<file path="config.mk">
export PLATFORM = sky130hd
export DESIGN_NAME = oap_ctrl
export DESIGN_NICKNAME = d
export VERILOG_FILES = /design/src/hw/oap_pkg.sv /design/src/hw/oap_ctrl.sv
export VERILOG_INCLUDE_DIRS = /design/src /design/src/hw
export SDC_FILE = /design/constraint.sdc
export NUM_CORES = 1
export LEC_CHECK = 0
export BUFFER_PORTS_ARGS = -buffer_cell sky130_fd_sc_hd__buf_2
export CORE_ASPECT_RATIO = 0.5
export CORE_MARGIN = 5
export CORE_UTILIZATION = 40
export DETAILED_ROUTE_END_ITERATION = 12
export GPL_TIMING_DRIVEN = 1
export PLACE_DENSITY_LB_ADDON = 0.08
export SETUP_SLACK_MARGIN = 0.3
export SLEW_MARGIN = 25
export SYNTH_ARGS = -nofsm -noshare
export SYNTH_HDL_FRONTEND = slang
export SYNTH_SLANG_ARGS = --single-unit
</file>
<file path="constraint.sdc">
create_clock -name clk_sys_i -period 5 [get_ports clk_sys_i]
set_clock_uncertainty 0.2 [all_clocks]
set_input_delay 1 -clock clk_sys_i [delete_from_list [all_inputs] [get_ports clk_sys_i]]
set_output_delay 1 -clock clk_sys_i [all_outputs]
set_load 0.01 [all_outputs]
</file>
<file path="src/hw/oap_defines.svh">
// Register map, field layout and constants of the optical acquisition controller
`ifndef OAP_DEFINES_SVH
`define OAP_DEFINES_SVH

// ------------------------------------------------------------
// Register byte offsets
// ------------------------------------------------------------
`define OAP_A_CTRL 8'h00
`define OAP_A_RATE 8'h04
`define OAP_A_PW 8'h08
`define OAP_A_AMP0 8'h0c
`define OAP_A_SEARCH 8'h1c
`define OAP_A_THRESH 8'h20
`define OAP_A_XTALK 8'h24
`define OAP_A_STAT 8'h28
`define OAP_A_EN 8'h2c
`define OAP_A_CLR 8'h30
`define OAP_A_WRP 8'h34
`define OAP_A_OVF 8'h38
`define OAP_A_RDP 8'h3c
`define OAP_A_DATA 8'h40
`define OAP_A_STATE 8'h44
`define OAP_A_STEP 8'h04

// ------------------------------------------------------------
// Field positions and widths
// ------------------------------------------------------------
`define OAP_IRQ_PROX 0
`define OAP_IRQ_AMB 1
`define OAP_IRQ_W 2
`define OAP_LEDS 4
`define OAP_ADC_W 19
`define OAP_PTR_W 5
`define OAP_FIFO_DEPTH 32
`define OAP_THR_SHIFT 11

// ------------------------------------------------------------
// Reset values and limits
// ------------------------------------------------------------
`define OAP_RATE_MAX 3'h6
`define OAP_OVF_MAX 5'h1f
`define OAP_RST_RATE 3'h0
`define OAP_RST_PW 2'h0
`define OAP_RATE_MIN_SPS 50
`define OAP_RATE_MAX_SPS 3200
`define OAP_LED_FULL_MA 150
`define OAP_PW_MIN_US 70
`define OAP_PW_MAX_US 420

// ------------------------------------------------------------
// LED masks per stage and mode
// ------------------------------------------------------------
`define OAP_MASK_SEARCH 4'h1
`define OAP_MASK_MODE0 4'h1
`define OAP_MASK_MODE1 4'h3
`define OAP_MASK_MODE2 4'h7
`define OAP_MASK_MODE3 4'hf

`endif

</file>
<file path="src/hw/oap_pkg.sv">
// Types shared by the optical acquisition controller
package oap_pkg;

  typedef enum logic [1:0] {
    OAP_ST_IDLE = 2'b00,
    OAP_ST_PROX = 2'b01,
    OAP_ST_ACQ = 2'b10
  } oap_state_t;

  typedef struct packed {
    logic ambient_detect_mode;
    logic [1:0] mode;
    logic start;
  } oap_ctrl_t;

  typedef struct packed {
    logic [3:0] led_mask;
    logic [31:0] led_amplitude;
    logic [2:0] rate;
    logic [1:0] pulse_width;
    logic ambient_cancel;
    logic [19:0] crosstalk_cancel_code;
  } oap_drive_t;

endpackage : oap_pkg

</file>
<file path="src/hw/oap_ctrl.sv">
// Optical acquisition and proximity controller with Avalon-MM register slave
//
// The Avalon-MM interface to the registers and the register addresses were left to the implementer.
`timescale 1ns/1ns
//
// Functional notes
// - Converted samples are kept in a 32-entry first-in first-out store.
// - Each stored converter result is 19 bits wide.
// - Software selects output sample rate from 50 to 3200 samples per second.
// - Ambient saturation sets a flag; interrupt only while its enable is set.
// - Ambient cancellation on after reset; detect mode bit bypasses it.
// - LED current programmable from zero to 150 mA via amplitude codes.
// - LED pulse width programmable between 70 and 420 microseconds.
// - Proximity search stage runs only while proximity enable is one.
// - Search stage pulses LED1 alone at the search amplitude.
// - Count above threshold: raise flag, flush store, enter programmed mode.
// - Count below threshold in acquisition: back to search, no flag.
// - Threshold is the programmed threshold value times 2048.
// - With proximity disabled, start goes straight to programmed acquisition.
// - Interrupt pin is active low, open drain, sources chosen by enables.
// - Per-channel crosstalk codes subtract pulse-coherent DC before conversion.
`include "oap_defines.svh"

module oap_ctrl
  import oap_pkg::*;
(
  input wire logic clk_sys_i,
  input wire logic arst_n_i,
  input wire logic [7:0] avs_address_i,
  input wire logic avs_read_i,
  input wire logic avs_write_i,
  input wire logic [31:0] avs_writedata_i,
  input wire logic [3:0] avs_byteenable_i,
  output logic [31:0] avs_readdata_o,
  output logic avs_waitrequest_o,
  input wire logic fe_adc_clk_i,
  input wire logic [18:0] fe_adc_data_i,
  input wire logic fe_amb_ovf_i,
  output oap_drive_t fe_drive_o,
  output logic irq_out_n_o,
  output logic irq_out_n_oe_o
);

  // ------------------------------------------------------------
  // Declarations
  // ------------------------------------------------------------
  logic [2:0] clk_sync;
  logic [2:0] ovf_sync;
  logic [18:0] adc_pipe [3];
  logic clk_lvl, next_clk_lvl, ovf_lvl, next_ovf_lvl;
  logic adc_edge, amb_edge;

  logic accept, done;
  logic [31:0] bemask, next_readdata;
  logic next_wait;

  oap_ctrl_t ctrl, next_ctrl;
  logic [2:0] rate, next_rate;
  logic [1:0] pw, next_pw;
  logic [7:0] amp [4];
  logic [7:0] next_amp [4];
  logic [7:0] search_amp, next_search_amp;
  logic [7:0] thresh, next_thresh;
  logic [19:0] xtalk, next_xtalk;
  logic [1:0] irq_en, next_irq_en;
  logic [1:0] irq_stat, next_irq_stat;
  logic [1:0] stat_set, stat_clr;
  logic next_irq_oe;

  oap_state_t state, next_state;
  logic flush, push, pop, prox_hit;
  logic [18:0] fifo_mem [`OAP_FIFO_DEPTH];
  logic [5:0] wr6, next_wr6, rd6, next_rd6, count;
  logic [4:0] ovf, next_ovf;
  logic [18:0] sample, thr_full;
  oap_drive_t next_drive;

  // ------------------------------------------------------------
  // Link sampling
  // ------------------------------------------------------------
  // The converter holds data well past its clock edge; the data pipe is
  // aligned with the clock synchroniser so the edge picks matching data.
  always_ff @(posedge clk_sys_i or negedge arst_n_i) begin
    if (!arst_n_i) begin
      clk_sync <= 3'h0;
      ovf_sync <= 3'h0;
      clk_lvl <= 1'b0;
      ovf_lvl <= 1'b0;
      for (int i = 0; i < 3; i++) begin
        adc_pipe[i] <= 19'h0;
      end
    end else begin
      clk_sync <= {clk_sync[1:0], fe_adc_clk_i};
      ovf_sync <= {ovf_sync[1:0], fe_amb_ovf_i};
      clk_lvl <= next_clk_lvl;
      ovf_lvl <= next_ovf_lvl;
      adc_pipe[0] <= fe_adc_data_i;
      adc_pipe[1] <= adc_pipe[0];
      adc_pipe[2] <= adc_pipe[1];
    end
  end

  always_comb begin
    next_clk_lvl = clk_lvl;
    next_ovf_lvl = ovf_lvl;
    if (clk_sync[1] == clk_sync[2]) begin
      next_clk_lvl = clk_sync[2];
    end
    if (ovf_sync[1] == ovf_sync[2]) begin
      next_ovf_lvl = ovf_sync[2];
    end
    adc_edge = next_clk_lvl & ~clk_lvl;
    amb_edge = next_ovf_lvl & ~ovf_lvl;
    sample = adc_pipe[2];
    thr_full = {thresh, `OAP_THR_SHIFT'(0)};
  end

  // ------------------------------------------------------------
  // Bus handshake
  // ------------------------------------------------------------
  // One wait cycle per access: data is looked up at the accept edge and side
  // effects happen at the completion edge, where the master sees it.
  always_comb begin
    accept = (avs_read_i | avs_write_i) & avs_waitrequest_o;
    done = (avs_read_i | avs_write_i) & ~avs_waitrequest_o;
    next_wait = ~accept;
    bemask = {{8{avs_byteenable_i[3]}}, {8{avs_byteenable_i[2]}},
              {8{avs_byteenable_i[1]}}, {8{avs_byteenable_i[0]}}};
    count = wr6 - rd6;
    next_readdata = avs_readdata_o;
    if (accept) begin
      next_readdata = 32'h0;
      case (avs_address_i)
        `OAP_A_CTRL: next_readdata = {28'h0, ctrl};
        `OAP_A_RATE: next_readdata = {29'h0, rate};
        `OAP_A_PW: next_readdata = {30'h0, pw};
        `OAP_A_SEARCH: next_readdata = {24'h0, search_amp};
        `OAP_A_THRESH: next_readdata = {24'h0, thresh};
        `OAP_A_XTALK: next_readdata = {12'h0, xtalk};
        `OAP_A_STAT: next_readdata = {30'h0, irq_stat};
        `OAP_A_EN: next_readdata = {30'h0, irq_en};
        `OAP_A_WRP: next_readdata = {27'h0, wr6[4:0]};
        `OAP_A_OVF: next_readdata = {27'h0, ovf};
        `OAP_A_RDP: next_readdata = {27'h0, rd6[4:0]};
        `OAP_A_DATA: begin
          if (count != 6'h0) begin
            next_readdata = {13'h0, fifo_mem[rd6[4:0]]};
          end
        end
        `OAP_A_STATE: next_readdata = {24'h0, count, state};
        default: begin
          for (int i = 0; i < `OAP_LEDS; i++) begin
            if (avs_address_i == 8'(`OAP_A_AMP0 + i * `OAP_A_STEP)) begin
              next_readdata = {24'h0, amp[i]};
            end
          end
        end
      endcase
    end
  end

  // ------------------------------------------------------------
  // Control registers
  // ------------------------------------------------------------
  always_comb begin
    logic [31:0] wv;
    wv = avs_writedata_i & bemask;
    next_ctrl = ctrl;
    next_rate = rate;
    next_pw = pw;
    next_amp = amp;
    next_search_amp = search_amp;
    next_thresh = thresh;
    next_xtalk = xtalk;
    next_irq_en = irq_en;
    stat_clr = 2'h0;
    if (done && avs_write_i) begin
      case (avs_address_i)
        `OAP_A_CTRL: begin
          if (avs_byteenable_i[0]) begin
            next_ctrl = oap_ctrl_t'(wv[3:0]);
          end
        end
        `OAP_A_RATE: begin
          if (avs_byteenable_i[0]) begin
            // Codes past 3200 sps clamp to the top rate
            next_rate = (wv[7:0] > 8'(`OAP_RATE_MAX)) ? `OAP_RATE_MAX : wv[2:0];
          end
        end
        `OAP_A_PW: begin
          if (avs_byteenable_i[0]) begin
            next_pw = wv[1:0];
          end
        end
        `OAP_A_SEARCH: begin
          if (avs_byteenable_i[0]) begin
            next_search_amp = wv[7:0];
          end
        end
        `OAP_A_THRESH: begin
          if (avs_byteenable_i[0]) begin
            next_thresh = wv[7:0];
          end
        end
        `OAP_A_XTALK: begin
          next_xtalk = (xtalk & ~bemask[19:0]) | wv[19:0];
        end
        `OAP_A_EN: begin
          if (avs_byteenable_i[0]) begin
            next_irq_en = wv[1:0];
          end
        end
        `OAP_A_CLR: stat_clr = wv[1:0];
        default: begin
          for (int i = 0; i < `OAP_LEDS; i++) begin
            if (avs_address_i == 8'(`OAP_A_AMP0 + i * `OAP_A_STEP) && avs_byteenable_i[0]) begin
              next_amp[i] = wv[7:0];
            end
          end
        end
      endcase
    end
    // Only the bits shown to the host are cleared by the read
    if (done && avs_read_i && avs_address_i == `OAP_A_STAT) begin
      stat_clr = avs_readdata_o[1:0];
    end
  end

  // ------------------------------------------------------------
  // Stage sequencing and sample store
  // ------------------------------------------------------------
  always_comb begin
    next_state = state;
    flush = 1'b0;
    push = 1'b0;
    prox_hit = 1'b0;
    case (state)
      OAP_ST_IDLE: begin
        if (ctrl.start) begin
          next_state = irq_en[`OAP_IRQ_PROX] ? OAP_ST_PROX : OAP_ST_ACQ;
        end
      end
      OAP_ST_PROX: begin
        if (!ctrl.start) begin
          next_state = OAP_ST_IDLE;
        end else if (!irq_en[`OAP_IRQ_PROX]) begin
          next_state = OAP_ST_ACQ;
        end else if (adc_edge && sample > thr_full) begin
          prox_hit = 1'b1;
          flush = 1'b1;
          next_state = OAP_ST_ACQ;
        end
      end
      OAP_ST_ACQ: begin
        if (!ctrl.start) begin
          next_state = OAP_ST_IDLE;
        end else if (adc_edge) begin
          if (irq_en[`OAP_IRQ_PROX] && sample < thr_full) begin
            next_state = OAP_ST_PROX;
          end else begin
            push = 1'b1;
          end
        end
      end
      default: next_state = OAP_ST_IDLE;
    endcase

    pop = done && avs_read_i && avs_address_i == `OAP_A_DATA && count != 6'h0;
    next_wr6 = wr6;
    next_rd6 = rd6;
    next_ovf = ovf;
    if (pop) begin
      next_rd6 = rd6 + 6'h1;
      next_ovf = 5'h0;
    end
    if (done && avs_write_i && avs_address_i == `OAP_A_RDP && avs_byteenable_i[0]) begin
      // Moving the read pointer back lets old entries be read again
      next_rd6 = wr6 - {1'b0, wr6[4:0] - avs_writedata_i[4:0]};
    end
    if (push) begin
      if (count == 6'(`OAP_FIFO_DEPTH) && !pop) begin
        // Full store drops the new sample and counts the loss
        next_ovf = (ovf == `OAP_OVF_MAX) ? ovf : ovf + 5'h1;
      end else begin
        next_wr6 = wr6 + 6'h1;
      end
    end
    if (flush) begin
      next_wr6 = 6'h0;
      next_rd6 = 6'h0;
      next_ovf = 5'h0;
    end
  end

  // ------------------------------------------------------------
  // Front-end drive and interrupt
  // ------------------------------------------------------------
  always_comb begin
    next_drive.led_mask = 4'h0;
    next_drive.led_amplitude = {amp[3], amp[2], amp[1], amp[0]};
    if (next_state == OAP_ST_PROX) begin
      next_drive.led_mask = `OAP_MASK_SEARCH;
      next_drive.led_amplitude = {24'h0, search_amp};
    end else if (next_state == OAP_ST_ACQ) begin
      case (ctrl.mode)
        2'h0: next_drive.led_mask = `OAP_MASK_MODE0;
        2'h1: next_drive.led_mask = `OAP_MASK_MODE1;
        2'h2: next_drive.led_mask = `OAP_MASK_MODE2;
        default: next_drive.led_mask = `OAP_MASK_MODE3;
      endcase
    end
    next_drive.rate = rate;
    next_drive.pulse_width = pw;
    next_drive.ambient_cancel = ~ctrl.ambient_detect_mode;
    next_drive.crosstalk_cancel_code = xtalk;

    stat_set = 2'h0;
    stat_set[`OAP_IRQ_PROX] = prox_hit;
    stat_set[`OAP_IRQ_AMB] = amb_edge;
    // A new event in the clearing cycle survives
    next_irq_stat = (irq_stat & ~stat_clr) | stat_set;
    next_irq_oe = |(next_irq_stat & next_irq_en);
  end

  // ------------------------------------------------------------
  // State registers
  // ------------------------------------------------------------
  always_ff @(posedge clk_sys_i or negedge arst_n_i) begin
    if (!arst_n_i) begin
      avs_waitrequest_o <= 1'b1;
      avs_readdata_o <= 32'h0;
      ctrl <= '0;
      rate <= `OAP_RST_RATE;
      pw <= `OAP_RST_PW;
      search_amp <= 8'h0;
      thresh <= 8'h0;
      xtalk <= 20'h0;
      irq_en <= 2'h0;
      irq_stat <= 2'h0;
      state <= OAP_ST_IDLE;
      wr6 <= 6'h0;
      rd6 <= 6'h0;
      ovf <= 5'h0;
      fe_drive_o <= '0;
      irq_out_n_o <= 1'b0;
      irq_out_n_oe_o <= 1'b0;
      for (int i = 0; i < `OAP_LEDS; i++) begin
        amp[i] <= 8'h0;
      end
    end else begin
      avs_waitrequest_o <= next_wait;
      avs_readdata_o <= next_readdata;
      ctrl <= next_ctrl;
      rate <= next_rate;
      pw <= next_pw;
      search_amp <= next_search_amp;
      thresh <= next_thresh;
      xtalk <= next_xtalk;
      irq_en <= next_irq_en;
      irq_stat <= next_irq_stat;
      state <= next_state;
      wr6 <= next_wr6;
      rd6 <= next_rd6;
      ovf <= next_ovf;
      fe_drive_o <= next_drive;
      irq_out_n_o <= 1'b0;
      irq_out_n_oe_o <= next_irq_oe;
      amp <= next_amp;
    end
  end

  // Storage array has no reset; it is only read below the write pointer
  always_ff @(posedge clk_sys_i) begin
    if (push && next_wr6 != wr6) begin
      fifo_mem[wr6[4:0]] <= sample;
    end
  end

endmodule : oap_ctrl

</file>
==> impl_results.md <==
* CTS tree: yes
* Longest Clk Path Bufs at 3
* Vias/cell at 5.47
* Pin count of the biggest net entering global routing at 101
* Post-Synth XOR/XNOR Area at 0.363%
* Final setup viols at 0
* Crit Path Max Fanout at 34
* Net Switching at 3.16 mW
* Die X at 421 um
* Worst-path clk slew at 60 ps
* Period utilization at between 80 and 90%
* Share of layout cells above drive strength 1 at 30.3%
* Multiplexer share of the synthesized area at between 10% and 20%
* Cell area after synthesis at between 30000 and 40000 um2
* Worst-Skew Late Latency at between 600 and 700 ps
* Core ar. at 83800 um2
* Pre-CTS WS at 669 ps
* Gp weighted congestion at 0.862
* FF+latch count, synth at 857
* Hold Crit Class: reg2reg
* Slew @ Worst Pin at 1000 ps
* Initial Util at 40.4%
* Synth Area in Compound Gates at 3.67%
* Switching share of power at 21.5%
* Max-cap violations at 0
* Final antenna-violating net count at 0
* Synth cell types at 72
* Root buf cell: clkbuf_16
* Die area at around 90000 um2
* Final setup TNS at 0 ps
* Worst Setup Slack, final at 927 ps
* Initial DRT Pass Iterations at 5
* Yosys warning total at 0
* Rel. slew slack at 32.9%
* Total global-route track usage at 20.3%
* Layout area overhead at 15.6%
* Die height at between 200 and 250 um
* Total routed wirelength at between 90000 and 100000 um
* Post-CTS Hold Buffers at 0
* Asr flop ratio synth at 29.1%
* Worst EP required at between 5000 and 6000 ps
* Synth Area in Simple Gates at 4.48%
* Pint at 11.5 mW
* Wire length per cell at ~28 um
* Largest family of logic cells by synthesized area: multiplexers
* Outcome: complete, no violations
* Crit end category: flip-flop
* Initial antenna violation count at 3
* Sequential share of the synthesized area at 72.4%
* Setup bufs post-CTS at 0
* Post-CTS sizing at 0
* Post-synth top flop: edfxtp_1
* Port Buffers at 139
* VDD IR max at 201 uV
* Post-Syn Instances at 1818
* Global route total overflow at 0
* RSZ-0062 raised after global routing: no
* Largest area contributor in the netlist: edfxtp_1
* Routed via count at 17700
* Worst setup SP type: flip-flop
* Top-Level Pins at 166
* H-tree levels at 3
* Vias in the first global route at roughly 18000
* PD cells at 375 nW/um2
* CP Class: reg2reg
* Final HPWL DP at 59700 um
* Comb power frac at 4.3%
* CTS Buf Count at 80
* Num Clock Sinks at about 860
* First-pass GRT wire length at 133000 um
* Flop pwr share at 52.8%
* Synth top area cells: edfxtp_1 54%, dfrtp_1 18%, mux4_2 12%, mux2_2 2.6%, mux2i_1 1.3%
* Layout Utilization at 46.7%
* Detailed Route Iter0 Violations at 1700
* Min cycle time layout at 4070 ps
* Post-synthesis adder-cell area fraction at 1.35%
* Average cell area after synthesis at 18.6 um2
* # rows at 75
* Static Leak at 14.5 nW
* Post-synth EDFFs at 608
* Layout net count at approximately 2200
* Final Hold Fails at 0
* Max Freq at 0.246 GHz
* Fin. max-slew vios at 0
* Worst EP arrival at roughly 4400 ps
* Clock Power Share at between 40 and 50%
* Top-area cell type share of the netlist area at 54.0%
* DRC Markers at 0
synth_stat cells, drive strengths merged (4+ instances only):
master and count:
a2111oi 5, nand2 81, a22oi 21, o21ai 56
a221oi 14, mux2 80, and3 38, o21a 5
nand3 17, nand4 5, buf 52, a32oi 5
nand2b 9, nand3b 5, a21o 10, mux4 180
nor2b 33, xnor2 8, a21oi 24, inv 30
nor4b 5, nor4 4, a22o 4, clkbuf 44
a211oi 7, mux2i 45, edfxtp 608, o22ai 15
or3 6, nor2 48, dfrtp 248, ha 30
a31oi 5, xor2 6, nor3 17, and2 11
cells in the final DEF, fill, tap and decap left out, drive strengths merged, types with 38 or more instances in the layout:
master,n
clkbuf,111
buf,241
mux2,80
o21ai,56
nand2,81
mux2i,45
dfrtp,248
and3,38
mux4,180
nor2,48
edfxtp,608
flip-flops by register name, summed over array words and instances (netlist names), named ones only:
| signal | cells |
|---|---|
| adc_pipe | 38 |
| amp | 32 |
| avs_readdata_o | 20 |
| avs_waitrequest_o | 1 |
| clk_lvl | 1 |
| clk_sync | 3 |
| ctrl | 4 |
| fe_drive_o | 62 |
| fifo_mem | 608 |
| irq_en | 2 |
| irq_out_n_oe_o | 1 |
| irq_stat | 2 |
| ovf | 5 |
| ovf_lvl | 1 |
| ovf_sync | 3 |
| pw | 2 |
| rate | 3 |
| rd6 | 6 |
| sample | 19 |
| search_amp | 8 |
| state | 2 |
| thresh | 8 |
| wr6 | 6 |
per-stage QoR:
step | hold WS (ps) | power, mW | instance area [um2] | std cells
finish | 147 | 14.7 | 39100 | 3238
floorplan | 131 | 8.23 | 33900 | 1830
global placement | 132 | 8.53 | 36400 | 3091
detailed placement | 135 | 8.54 | 36400 | 3091
CTS | 148 | 14.8 | 39100 | 3237
global route | 154 | 15.2 | 39100 | 3237
layout make-up:
type                       instances  area (um2)
clock buffer                     111        2330
clock inverter                    35         348
inverter                          32         121
timing repair buffer             241        1580
tap                             1116        1400
fill                            7174       44700
antenna                            1        2.50
sequential                       857       24500
multi-input combinational        845        8810
cell families after synthesis:
family / count (synthesis)
other cells: 1
fa+ha+maj: 35
simple gates: 291
mux: 305
compound gates: 187
xor+xnor: 14
flops: 857
buf+inv: 128
power by group through the flow:
stage / logic, mW / registers (mW) / clock network, mW
2_1_floorplan: 0.342 / 7.89 / 0
3_3_place_gp: 0.644 / 7.89 / 0
3_5_place_dp: 0.649 / 7.89 / 0
4_1_cts: 0.650 / 7.74 / 6.45
5_1_grt: 0.696 / 7.74 / 6.75
6_report: 0.636 / 7.74 / 6.28
critical path: stages, from the launching register on:
cell and delay, ps:
dfrtp_1 550, ha_1 460, nor4b_1 650, nand2_1 100, nor4_1 410, a211oi_1 210, nor2b_1 140, o21ai_0 150
inv_1 120, ha_1 150, buf_4 360, mux2_2 400
per-layer routing:
metal  up-vias  track usage, %  wire, um
met5         -               0         0
li1       7663               -         -
met2       478            30.6     40900
met4         0            4.78      1690
met1      9470            30.6     43500
met3       117            3.85      5260
worst paths after layout:
path,from,end,slack (ps),cells after the start
worst min register to register,adc_pipe[25],sample[6],150,0
min in group asynchronous,arst_n_i,fe_drive_o[38],170,1
max in group asynchronous,arst_n_i,sample[16],3450,2
worst max-delay path,sample[13],fe_drive_o[27],930,11
worst max register to register,sample[13],fe_drive_o[27],930,11
worst min-delay path,adc_pipe[25],sample[6],150,0
Note: power is estimated with default switching activity, not from simulation.
